$ cat config.mk
export PLATFORM = sky130hd
export DESIGN_NAME = sfec_exec_control
export DESIGN_NICKNAME = d
export VERILOG_FILES = /design/src/core/sfec_exec_control.v /design/src/core/sfec_shift_step.v
export VERILOG_INCLUDE_DIRS = /design/src /design/src/core
export SDC_FILE = /design/constraint.sdc
export NUM_CORES = 2
export LEC_CHECK = 0
export BUFFER_PORTS_ARGS = -buffer_cell sky130_fd_sc_hd__buf_2
export CORE_ASPECT_RATIO = 1.2
export CORE_UTILIZATION = 62
export CTS_CLUSTER_SIZE = 24
export DETAILED_ROUTE_END_ITERATION = 8
export GPL_TIMING_DRIVEN = 0
export PLACE_DENSITY = 0.94
export SLEW_MARGIN = 25
export SYNTH_ARGS = -nofsm -noshare
export SYNTH_HDL_FRONTEND = slang
export SYNTH_SLANG_ARGS = --single-unit
$ cat constraint.sdc
create_clock -name hclk -period 4.88 [get_ports hclk]
set_input_delay 0 -clock hclk [delete_from_list [all_inputs] [get_ports hclk]]
set_output_delay 0 -clock hclk [all_outputs]
set_load 0.02 [all_outputs]
$ cat src/core/sfec_regs.vh
// Register map, fields and reset values of the execution control.
`ifndef SFEC_REGS_VH
`define SFEC_REGS_VH

// ****************************************************************
// Register byte offsets.
// ****************************************************************
`define SFEC_CTRL_OFS    8'h00
`define SFEC_STAT_OFS    8'h04
`define SFEC_PC_OFS      8'h08
`define SFEC_TASK_BASE   8'h10
`define SFEC_CFILE_BASE  8'h20
`define SFEC_BANK_MASK   8'hF0

// ****************************************************************
// Control word fields.
// ****************************************************************
`define SFEC_CTRL_START  0
`define SFEC_CTRL_GRP_LO 1
`define SFEC_CTRL_GRP_HI 2
`define SFEC_CTRL_ROM    3
`define SFEC_CTRL_OP_LO  4
`define SFEC_CTRL_OP_HI  6
`define SFEC_CTRL_R_LO   8
`define SFEC_CTRL_R_HI   9
`define SFEC_CTRL_TN_LO  10
`define SFEC_CTRL_TN_HI  15
`define SFEC_CTRL_SZ_LO  16
`define SFEC_CTRL_SZ_HI  17
`define SFEC_CTRL_LN_LO  18
`define SFEC_CTRL_LN_HI  19

// ****************************************************************
// Status word fields.
// ****************************************************************
`define SFEC_STAT_BUSY   0
`define SFEC_STAT_CLS_LO 1
`define SFEC_STAT_STP_LO 4
`define SFEC_STAT_SKIP   6
`define SFEC_STAT_EA_LO  8

// ****************************************************************
// Group codes, shift kinds and reset values.
// ****************************************************************
`define SFEC_GRP_LOGIC   2'h0
`define SFEC_GRP_SHIFT   2'h1
`define SFEC_GRP_FSET    2'h2
`define SFEC_GRP_FTEST   2'h3
`define SFEC_SHK_CYCLIC  2'h2
`define SFEC_SHK_ARITH   2'h1
`define SFEC_RST_WORD    32'h0000_0000
`define SFEC_RST_PC      16'h0000

`endif

$ cat src/core/sfec_exec_control.v
// Execution sequencing for the register logical, shift, flag set/reset and flag test groups.
//
// What this block does
// - Logical group combines task or comm register part into R.
// - ROM logical group skips buffer wait; ROM advance.
// - Shift group shifts task register R by the T/N count.
// - Groups start at class 7 step 2; shifter gets R, opcode, count.
// - Unfinished shift steps by 1, 4, 8 or 16 and reduces count.
// - Partial shift writes word and count back, stays at 7/2.
// - Last shift with buffer writes no count, advances from buffer.
// - Dependency on last shift moves to 3/2.
// - Memory second step advances pipe from buffer word.
// - ROM shifts need no buffer; ROM advance.
// - ROM second step advances pipe the ROM way.
// - Flag set/reset alters processor's bit in T/N comm byte.
// - Bit altered in all four bytes; only addressed byte written.
// - Flag set/reset with buffer: dependency to 3/2, else advance.
// - ROM flag set/reset needs no buffer; ROM advance.
// - Flag test checks processor bit; success skips next instruction.
// - Test sees four bytes; skip uses polarity and aligner byte.
// - Failed test advances pipe from buffer word.
// - Passed test refetches from buffer address, increments PC, 3/2.
// - ROM flag test: skip applies PC to ROM, else ROM advance.
//
// Our own choices: register access over AHB-Lite and the register offsets.
`timescale 1ns/1ps
`include "sfec_regs.vh"

module sfec_exec_control (
    input  wire        hclk,                      // Bus and core clock.
    input  wire        hresetn,                   // Asynchronous reset, active low.
    input  wire        hsel,                      // Slave select.
    input  wire [31:0] haddr,                     // Byte address.
    input  wire        hwrite,                    // High for a write.
    input  wire [1:0]  htrans,                    // Transfer type.
    input  wire [2:0]  hsize,                     // Transfer size, word only.
    input  wire [31:0] hwdata,                    // Write data.
    input  wire        hready,                    // Bus ready.
    output wire        hreadyout,                 // Slave ready, never stalls.
    output wire        hresp,                     // Always OKAY.
    output reg  [31:0] hrdata,                    // Read data.
    input  wire        buffer_avail,              // Buffer synchroniser has a word.
    input  wire        dependency,                // Next instruction needs this result first.
    input  wire [31:0] memory_buffer_data_word,   // Word held in the memory buffer.
    input  wire [15:0] memory_buffer_addr,        // Address of that word.
    input  wire [2:0]  active_processor_number,   // Executing virtual processor.
    input  wire [3:0]  aligner_byte_reference,    // One-hot byte under test.
    output reg         pipe_advance,              // Pulse: pipe moves one level.
    output reg         pipe_from_buffer,          // Pulse: next word taken from buffer.
    output reg         pipe_rom_method,           // Pulse: ROM-source advance used.
    output reg  [31:0] next_instruction,          // Word loaded on a buffer advance.
    output reg         read_request,              // Pulse: instruction read issued.
    output reg  [15:0] read_address,              // Address of that read.
    output reg         read_from_rom,             // Level with read_request: ROM read.
    output reg  [2:0]  state_class,               // Current state class.
    output reg  [1:0]  state_step,                // Current step.
    output reg         skip_taken                 // Last flag test skipped.
);

    // ****************************************************************
    // State codes.
    // ****************************************************************
    localparam ST_IDLE = 2'd0;
    localparam ST_C7S2 = 2'd1;
    localparam ST_C3S2 = 2'd2;

    reg  [1:0]  state;
    reg  [1:0]  grp;
    reg         rom_src;
    reg  [2:0]  op;
    reg  [1:0]  r_idx;
    reg  [5:0]  effective_address;
    reg  [1:0]  size;
    reg  [1:0]  lane;
    reg  [15:0] program_counter;
    reg  [31:0] task_general_register [0:3];
    reg  [31:0] communications_register [0:3];

    reg         ap_valid;
    reg         ap_write;
    reg  [7:0]  ap_addr;

    reg  [1:0]  next_state;
    reg         do_task;
    reg  [31:0] task_data;
    reg         do_ea;
    reg         do_cfile;
    reg  [31:0] cfile_data;
    reg         do_adv;
    reg         do_skip;

    wire [31:0] shift_result;
    wire [5:0]  updated_shift_count;
    wire        shift_update_flag;
    wire        go;
    wire [31:0] target;
    wire [31:0] main_data_bus;
    wire [31:0] operand;
    wire [31:0] logic_res;
    wire [31:0] flag_bits;
    wire [31:0] flag_res;
    wire [31:0] byte_keep;
    wire [3:0]  tested;
    wire        test_pass;
    wire        busy;
    integer     i;

    // ****************************************************************
    // Helper functions.
    // ****************************************************************
    // Byte lane mask for a two-bit lane number.
    function [31:0] lane_mask;
        input [1:0] ln;
        begin
            lane_mask = 32'h0000_00FF << {ln, 3'b000};
        end
    endfunction

    // The four logical operations: AND, OR, XOR, equivalence.
    function [31:0] logic_op;
        input [31:0] a;
        input [31:0] b;
        input [1:0]  o;
        begin
            case (o)
                2'd0: logic_op = a & b;
                2'd1: logic_op = a | b;
                2'd2: logic_op = a ^ b;
                default: logic_op = ~(a ^ b);
            endcase
        end
    endfunction

    // ****************************************************************
    // Datapath.
    // ****************************************************************
    // Memory groups need the buffer; ROM groups never wait.
    assign go = rom_src | buffer_avail;

    // R register, and the T/N register on the data bus; flag groups always use comm registers.
    assign target        = task_general_register[r_idx];
    assign main_data_bus = (effective_address[2] | grp[1]) ? communications_register[effective_address[1:0]]
                                                : task_general_register[effective_address[1:0]];

    // Source word, half or byte, zero extended.
    assign operand = (size == 2'd0) ? main_data_bus :
                     (size == 2'd1) ? ((main_data_bus >> {lane[1], 4'b0000}) & 32'h0000_FFFF) :
                                      ((main_data_bus & lane_mask(lane)) >> {lane, 3'b000});
    assign logic_res = logic_op(target, operand, op[1:0]);

    // The processor's flag bit in each of the four bytes.
    assign flag_bits = {4{8'h01 << active_processor_number}};
    assign flag_res  = op[0] ? (main_data_bus | flag_bits) : (main_data_bus & ~flag_bits);
    assign byte_keep = lane_mask(lane);

    // All four bytes are tested; the aligner picks the byte that counts.
    assign tested    = {main_data_bus[{2'd3, active_processor_number}],
                        main_data_bus[{2'd2, active_processor_number}],
                        main_data_bus[{2'd1, active_processor_number}],
                        main_data_bus[{2'd0, active_processor_number}]};
    assign test_pass = |(~(tested ^ {4{op[0]}}) & aligner_byte_reference);

    // Shifter works on R with the count in the effective address.
    sfec_shift_step u_shift (
        .word      (target),
        .kind      (op[1:0]),
        .left      (op[2]),
        .count     (effective_address),
        .result    (shift_result),
        .new_count (updated_shift_count),
        .more      (shift_update_flag)
    );

    // ****************************************************************
    // Sequencing decisions.
    // ****************************************************************
    // One pass decides every write and the next state.
    always @* begin
        next_state = state;
        do_task    = 1'b0;
        task_data  = logic_res;
        do_ea      = 1'b0;
        do_cfile   = 1'b0;
        cfile_data = (main_data_bus & ~byte_keep) | (flag_res & byte_keep);
        do_adv     = 1'b0;
        do_skip    = 1'b0;
        case (state)
            ST_C7S2: begin
                case (grp)
                    `SFEC_GRP_LOGIC: begin
                        if (go) begin
                            do_task    = 1'b1;
                            next_state = dependency ? ST_C3S2 : ST_IDLE;
                            do_adv     = ~dependency;
                        end
                    end
                    `SFEC_GRP_SHIFT: begin
                        task_data = shift_result;
                        if (shift_update_flag) begin
                            // Partial steps need no buffer; state stays at 7/2.
                            do_task = 1'b1;
                            do_ea   = 1'b1;
                        end else if (go) begin
                            do_task    = 1'b1;
                            next_state = dependency ? ST_C3S2 : ST_IDLE;
                            do_adv     = ~dependency;
                        end
                    end
                    `SFEC_GRP_FSET: begin
                        if (go) begin
                            do_cfile   = 1'b1;
                            next_state = dependency ? ST_C3S2 : ST_IDLE;
                            do_adv     = ~dependency;
                        end
                    end
                    default: begin
                        if (go) begin
                            do_skip    = test_pass;
                            do_adv     = ~test_pass;
                            next_state = test_pass ? ST_C3S2 : ST_IDLE;
                        end
                    end
                endcase
            end
            ST_C3S2: begin
                if (go) begin
                    do_adv     = 1'b1;
                    next_state = ST_IDLE;
                end
            end
            default: begin
                next_state = ST_IDLE;
            end
        endcase
    end

    assign busy = (state != ST_IDLE);

    // ****************************************************************
    // Bus slave.
    // ****************************************************************
    // No wait states, so ready and response are constant.
    assign hreadyout = 1'b1;
    assign hresp     = 1'b0;

    // Address phase capture; only NONSEQ and SEQ transfers count.
    always @(posedge hclk or negedge hresetn) begin
        if (!hresetn) begin
            ap_valid <= 1'b0;
            ap_write <= 1'b0;
            ap_addr  <= 8'h00;
        end else if (hready) begin
            ap_valid <= hsel & htrans[1];
            ap_write <= hwrite;
            ap_addr  <= haddr[7:0];
        end
    end

    // Read data is fetched in the address phase so it stands in the data phase.
    always @(posedge hclk or negedge hresetn) begin
        if (!hresetn) begin
            hrdata <= `SFEC_RST_WORD;
        end else if (hready && hsel && htrans[1] && !hwrite) begin
            if (haddr[7:0] == `SFEC_CTRL_OFS) begin
                hrdata <= {12'h000, lane, size, effective_address, r_idx, 1'b0, op, rom_src, grp, 1'b0};
            end else if (haddr[7:0] == `SFEC_STAT_OFS) begin
                hrdata <= {18'h00000, effective_address, 1'b0, skip_taken, state_step, state_class, busy};
            end else if (haddr[7:0] == `SFEC_PC_OFS) begin
                hrdata <= {16'h0000, program_counter};
            end else if ((haddr[7:0] & `SFEC_BANK_MASK) == `SFEC_TASK_BASE && haddr[1:0] == 2'b00) begin
                hrdata <= task_general_register[haddr[3:2]];
            end else if ((haddr[7:0] & `SFEC_BANK_MASK) == `SFEC_CFILE_BASE && haddr[1:0] == 2'b00) begin
                hrdata <= communications_register[haddr[3:2]];
            end else begin
                hrdata <= `SFEC_RST_WORD;
            end
        end
    end

    // ****************************************************************
    // Control state, registers and pipe strobes.
    // ****************************************************************
    // Software writes are ignored while busy, so the engine owns the files.
    always @(posedge hclk or negedge hresetn) begin
        if (!hresetn) begin
            state             <= ST_IDLE;
            grp               <= `SFEC_GRP_LOGIC;
            rom_src           <= 1'b0;
            op                <= 3'd0;
            r_idx             <= 2'd0;
            effective_address <= 6'd0;
            size              <= 2'd0;
            lane              <= 2'd0;
            program_counter   <= `SFEC_RST_PC;
            pipe_advance      <= 1'b0;
            pipe_from_buffer  <= 1'b0;
            pipe_rom_method   <= 1'b0;
            next_instruction  <= `SFEC_RST_WORD;
            read_request      <= 1'b0;
            read_address      <= `SFEC_RST_PC;
            read_from_rom     <= 1'b0;
            skip_taken        <= 1'b0;
            for (i = 0; i < 4; i = i + 1) begin
                task_general_register[i]   <= `SFEC_RST_WORD;
                communications_register[i] <= `SFEC_RST_WORD;
            end
        end else begin
            pipe_advance     <= 1'b0;
            pipe_from_buffer <= 1'b0;
            pipe_rom_method  <= 1'b0;
            read_request     <= 1'b0;
            state            <= next_state;
            if (busy) begin
                if (do_task) begin
                    task_general_register[r_idx] <= task_data;
                end
                if (do_ea) begin
                    effective_address <= updated_shift_count;
                end
                if (do_cfile) begin
                    communications_register[effective_address[1:0]] <= cfile_data;
                end
                if (do_adv) begin
                    pipe_advance     <= 1'b1;
                    pipe_rom_method  <= rom_src;
                    pipe_from_buffer <= ~rom_src;
                    if (!rom_src) begin
                        next_instruction <= memory_buffer_data_word;
                    end
                end
                if (do_skip) begin
                    // Buffered word dropped: refetch, or PC to ROM.
                    skip_taken    <= 1'b1;
                    read_request  <= 1'b1;
                    read_from_rom <= rom_src;
                    if (rom_src) begin
                        read_address    <= program_counter;
                        program_counter <= program_counter + 16'h0001;
                    end else begin
                        read_address    <= memory_buffer_addr;
                        program_counter <= memory_buffer_addr + 16'h0001;
                    end
                end
            end else if (ap_valid && ap_write) begin
                if (ap_addr == `SFEC_CTRL_OFS) begin
                    grp               <= hwdata[`SFEC_CTRL_GRP_HI:`SFEC_CTRL_GRP_LO];
                    rom_src           <= hwdata[`SFEC_CTRL_ROM];
                    op                <= hwdata[`SFEC_CTRL_OP_HI:`SFEC_CTRL_OP_LO];
                    r_idx             <= hwdata[`SFEC_CTRL_R_HI:`SFEC_CTRL_R_LO];
                    effective_address <= hwdata[`SFEC_CTRL_TN_HI:`SFEC_CTRL_TN_LO];
                    size              <= hwdata[`SFEC_CTRL_SZ_HI:`SFEC_CTRL_SZ_LO];
                    lane              <= hwdata[`SFEC_CTRL_LN_HI:`SFEC_CTRL_LN_LO];
                    if (hwdata[`SFEC_CTRL_START]) begin
                        state      <= ST_C7S2;
                        skip_taken <= 1'b0;
                    end
                end else if (ap_addr == `SFEC_PC_OFS) begin
                    program_counter <= hwdata[15:0];
                end else if ((ap_addr & `SFEC_BANK_MASK) == `SFEC_TASK_BASE && ap_addr[1:0] == 2'b00) begin
                    task_general_register[ap_addr[3:2]] <= hwdata;
                end else if ((ap_addr & `SFEC_BANK_MASK) == `SFEC_CFILE_BASE && ap_addr[1:0] == 2'b00) begin
                    communications_register[ap_addr[3:2]] <= hwdata;
                end
            end
        end
    end

    // ****************************************************************
    // Visible state class and step.
    // ****************************************************************
    // Idle reads as 0/0, so a stall is easy to spot.
    always @* begin
        case (state)
            ST_C7S2: begin
                state_class = 3'd7;
                state_step  = 2'd2;
            end
            ST_C3S2: begin
                state_class = 3'd3;
                state_step  = 2'd2;
            end
            default: begin
                state_class = 3'd0;
                state_step  = 2'd0;
            end
        endcase
    end

endmodule // sfec_exec_control

$ cat src/core/sfec_shift_step.v
// One shifter cycle: shift by 1, 4, 8 or 16 and report the count left.
`timescale 1ns/1ps
`include "sfec_regs.vh"

module sfec_shift_step (
    input  wire [31:0] word,        // Word being shifted.
    input  wire [1:0]  kind,        // 0 logical, 1 arithmetic, 2 cyclic.
    input  wire        left,        // High for a left shift.
    input  wire [5:0]  count,       // Positions still to shift.
    output wire [31:0] result,      // Word after this cycle's shift.
    output wire [5:0]  new_count,   // Positions left after this cycle.
    output wire        more         // Shift update flag: another cycle is needed.
);

    reg [4:0] amount;

    // ****************************************************************
    // Shift one step.
    // ****************************************************************
    function [31:0] shift_by;
        input [31:0] w;
        input [1:0]  k;
        input        l;
        input [4:0]  a;
        begin
            if (k == `SFEC_SHK_CYCLIC) begin
                shift_by = l ? ((w << a) | (w >> (6'd32 - {1'b0, a})))
                             : ((w >> a) | (w << (6'd32 - {1'b0, a})));
            end else if (l) begin
                shift_by = w << a;
            end else if (k == `SFEC_SHK_ARITH) begin
                shift_by = $signed(w) >>> a;
            end else begin
                shift_by = w >> a;
            end
        end
    endfunction

    // Largest step that does not overshoot; only cyclic shifts may take 16.
    always @* begin
        if (kind == `SFEC_SHK_CYCLIC && count >= 6'd16) begin
            amount = 5'd16;
        end else if (count >= 6'd8) begin
            amount = 5'd8;
        end else if (count >= 6'd4) begin
            amount = 5'd4;
        end else if (count != 6'd0) begin
            amount = 5'd1;
        end else begin
            amount = 5'd0;
        end
    end

    assign result    = shift_by(word, kind, left, amount);
    assign new_count = count - {1'b0, amount};
    assign more      = (count > {1'b0, amount});

endmodule // sfec_shift_step

==> impl_metrics.tcl, run 1 <==
set metrics [dict create \
    routabilityCongestion 1.32 \
    h-tree-depth 2 \
    die_x_um 201 \
    synth_edf_count 0 \
    ys_seq_area_share_pct 33.0 \
    ys_top_cells_by_area "dfrtp_1 (33%), mux4_2 (8.9%), o21ai_0 (6.8%), nand2_1 (5.5%), a22oi_1 (4.6%)" \
    ios 224 \
    synth_top_area_share_pct 33.0 \
    synth.distinct_cells 88 \
    yosys_warnings 0 \
    grt_pass1_vias 35900 \
    syn_avg_cell_area_um2 8.87 \
    cts_buffers 41 \
    clock_sinks 388 \
    synth_seq_cells 388 \
    start_util_pct 62.7 \
    yosysMostFrequentCell "nand2_1" \
    place_hpwl_um 118000 \
    fp.dieH_um 241 \
    overflow 28 \
    synthFlopType "dfrtp_1" \
    track_usage_pct 73.8 \
    fp-row-count 87 \
    grt_pass1_wl_um 256000 \
    grt_max_degree 94 \
    clockBufferDepth 3 \
    tool.error "[ERROR GRT-0116] Global routing finished with congestion. Check the congestion regions in the DRC Viewer." \
    status "aborted with a tool error" \
    io_buffers 163 \
    syn_inst 3315 \
    syn_area_um2 29400 \
    stop_stage "5_1_grt" \
    yosysTopAreaCell "dfrtp_1" \
    cts_root_buf "clkbuf_16" \
    place_ws_ns -2.10 \
    postSynth.asyncResetShare_pct 100 \
    ys_top_cells_by_count "nand2_1 (430), o21ai_0 (398), dfrtp_1 (388)" \
    post-place-cells 4111 \
]
-- cell families after synthesis --
group / count (synthesis) / synth area share [%]
XOR/XNOR: 50 / 1.51
AND/OR/NAND/NOR: 878 / 12.9
AO/OA/AOI/OAI: 1170 / 25.9
multiplexers: 346 / 17.7
flip-flops: 388 / 33.0
buffers and inverters: 406 / 5.71
other: 2 / 0.0255
adder cells (fa/ha/maj): 75 / 3.19
-- layer usage --
layer | GRT usage, % | GRT overflow
met5 | 21.4 | 0
met4 | 74.8 | 18
met3 | 55.5 | 0
met2 | 92.7 | 10
met1 | 74.0 | 0
-- timing repair --
action / in CTS
hold buffers: 80
gates cloned: 1
setup endpoints to repair: 171
hold endpoints to repair: 457
resized for setup: 108
buffers inserted: 19
pin swaps: 8
-- stage by stage --
stage	instance area [µm²]	hold WS (ns)	utilization, %
global placement	31000	0.231	66.1
CTS	33800	0.0000837	72.1
floorplan	29400	-0.296	-
detailed placement	31200	-0.0606	66.6
==> inputs of run 2 (changes only) <==
- CORE_ASPECT_RATIO: 1.2 -> default
- CORE_UTILIZATION: 62 -> 40
- CTS_CLUSTER_SIZE: 24 -> default
- PLACE_DENSITY: 0.94 -> default
- PLACE_DENSITY_LB_ADDON: default -> 0.15
==> run 2 against run 1 <==
Net effect:
- the flow now finishes, with violations (negative setup slack)
- synthesized cell count stayed put
- synthesized area unchanged
==> impl_metrics.tcl, run 2 <==
set metrics [dict create \
    max-vdd-ir-drop_uv 279 \
    overflow 0 \
    synth.distinct_cells 88 \
    track_usage_pct 44.2 \
    fmaxAchievable_ghz 0.200 \
    max_stage_delay_ns 0.74 \
    h-tree-depth 2 \
    reg2regPathDepth 11 \
    power.total_mw 9.96 \
    cts_buffers 47 \
    clock_sinks 388 \
    drcViolationCount 0 \
    hold_viol_final 0 \
    avgViaCountPerCell 6.87 \
    synth_seq_cells 388 \
    use_met3_pct 12.9 \
    postLayoutCellArea_um2 34900 \
    ios 224 \
    cap_violations 0 \
    core-area_um2 72800 \
    worst_pin_slew_ns 1.19 \
    final_common_cell "nand2_1" \
    grt_pass1_vias 29600 \
    dpl-instance-area_um2 31700 \
    num_vias 31800 \
    wl_per_cell_um 36.2 \
    place_ws_ns -2.28 \
    die-area_um2 74600 \
    cts_tree "done" \
    die_x_um 273 \
    top_usage_layer "met2" \
    ys_seq_area_share_pct 33.0 \
    start_kind "flip-flop" \
    biggestRegsByFlops "communications_register x128, task_general_register x128" \
    ys_top_cells_by_area "dfrtp_1 (33%), mux4_2 (8.9%), o21ai_0 (6.8%), nand2_1 (5.5%), a22oi_1 (4.6%)" \
    cellPowerDensity_nw_per_um2 286 \
    cts_root_buf "clkbuf_16" \
    synthFlopType "dfrtp_1" \
    setup_ws_ns -0.119 \
    yosys_warnings 0 \
    post-route-period-util_pct 102 \
    ys_top_cells_by_count "nand2_1 (430), o21ai_0 (398), dfrtp_1 (388)" \
    yosysTopAreaCell "dfrtp_1" \
    nets 3841 \
    worst_path_max_delay_cell "clkbuf_1" \
    start_util_pct 40.4 \
    rsz0062_at_grt "false" \
    met2_usage_pct 64.7 \
    syn_avg_cell_area_um2 8.87 \
    relSlewSlack_pct 20.6 \
    worstPathArrival_ns 5.56 \
    syn_area_um2 29400 \
    setup_violations 11 \
    synth_top_area_share_pct 33.0 \
    antenna_cells 0 \
    grt_antenna_before_repair 7 \
    yosysMostFrequentCell "nand2_1" \
    violations "negative setup slack" \
    drt_wl_total_um 168000 \
    grt_max_degree 88 \
    p_leak_nw 14.6 \
    grt_pass1_wl_um 233000 \
    clockBufferDepth 3 \
    io_buffers 163 \
    final_util_pct 47.9 \
    slew_violations 0 \
    layout-drive-gt1-share_pct 18.8 \
    clkTransAtPathRegs_ns 0.07 \
    path_cells "clkbuf_1 -> clkbuf_2 -> mux4_2 -> inv_1 -> nor2_1 -> o21ai_0 -> o21ai_0 -> a221oi_1 -> o32a_1 -> a21oi_1 -> a21o_1" \
    gr-usage-met1_pct 57.8 \
    syn_inst 3315 \
    postSynth.asyncResetShare_pct 100 \
    clkLatencyLatePin_ns 0.63 \
    status "finished, violations left" \
    fp-row-count 99 \
    criticalPathCategory "reg2reg" \
    place_hpwl_um 127000 \
    fp.dieH_um 273 \
    endpoint_kind "flip-flop" \
    critical_path.most_common_cell "o21ai_0" \
    routabilityCongestion 1.06 \
    hp-class "in2async" \
    drt_pass1_iterations 8 \
    antenna_left 0 \
    cp_max_fo 10 \
    fin_crit_ns 5.00 \
    synth_edf_count 0 \
    area.growth.synth_to_final_pct 18.6 \
    layout_common_cells "nand2_1 (426), o21ai_0 (390), dfrtp_1 (387)" \
    critPathRequiredTime_ns 5.44 \
    first_iter_violations 4837 \
    skew_ns 0.0412 \
]
run 2: through the flow:
| stage | std cells | TNS, ns | hold slack, ns |
|---|---|---|---|
| CTS | 4627 | -0.00158 | 0.00492 |
| global route | 4629 | 0 | 0.0621 |
| floorplan | 3316 | 0 | -0.296 |
| finish | 4629 | -0.619 | 0.0339 |
| detailed placement | 4450 | -298.53 | -0.211 |
| global placement | 4438 | -2108.19 | 0.231 |
run 2: cells by family (layout without fill, tap and decap cells):
kind of cell	Yosys count	after routing	synth area share (%)
AO/OA/AOI/OAI	1170	1171	25.9
XOR/XNOR	50	50	1.51
adder cells (fa/ha/maj)	75	75	3.19
buffers and inverters	406	759	5.71
flip-flops	388	388	33.0
multiplexers	346	346	17.7
other	2	3	0.0255
AND/OR/NAND/NOR	878	878	12.9
run 2: final cells by class:
type	count	area [µm²]
Sequential cell	388	9710
Clock buffer	67	1370
Timing Repair Buffer	278	2010
Multi-Input combinational cell	2523	18500
Fill cell	7193	37900
Tap cell	959	1200
Inverter	98	379
Buffer	299	1500
Clock inverter	17	258
run 2: metal layers:
metal  share of wire (%)  vias to the layer above
met5               0.020                        -
met1                  38                    15700
met2                  42                     2497
met3                  12                      559
met4                 7.2                        6
li1                    -                    13000
run 2: worst paths after layout:
check	start	end	slack, ns
min reg2reg	hrdata[1]$_DFFE_PN0P_	hrdata[1]$_DFFE_PN0P_	0.47
max reg2reg	r_idx[1]$_DFFE_PN0P_	task_general_register[62]$_DFFE_PN0P_	-0.12
min	hresetn	program_counter[0]$_DFFE_PN0P_	0.03
max in group asynchronous	hresetn	communications_register[59]$_DFFE_PN0P_	3.58
max	r_idx[1]$_DFFE_PN0P_	task_general_register[62]$_DFFE_PN0P_	-0.12
min in group hclk	hwdata[10]	communications_register[106]$_DFFE_PN0P_	0.04
run 2: critical path, delay by kind of cell, from the launching register on:
family	cells	cell delay (ns)
AND/OR/NAND/NOR	1	0.53
buffers and inverters	3	1.58
AO/OA/AOI/OAI	6	1.93
flip-flops	1	0.33
multiplexers	1	0.55
run 2: report_power, final:
| group | internal [mW] | switching, mW | leakage, nW | total (mW) |
|---|---|---|---|---|
| Clock | 2.27 | 1.58 | 0.809 | 3.85 |
| Sequential | 3.28 | 0.0715 | 5.05 | 3.35 |
| Combinational | 0.843 | 1.92 | 8.69 | 2.77 |
| Total | 6.39 | 3.57 | 14.6 | 9.96 |
run 2: what timing repair did:
item,CTS,global route
cloned,1,0
pin swaps,9,7
endpoints found under the hold margin,428,0
hold buffers,83,0
endpoints found under the setup margin,201,201
setup buffers,15,4
gates resized for setup,149,42
(Power assumes the default switching activity.)
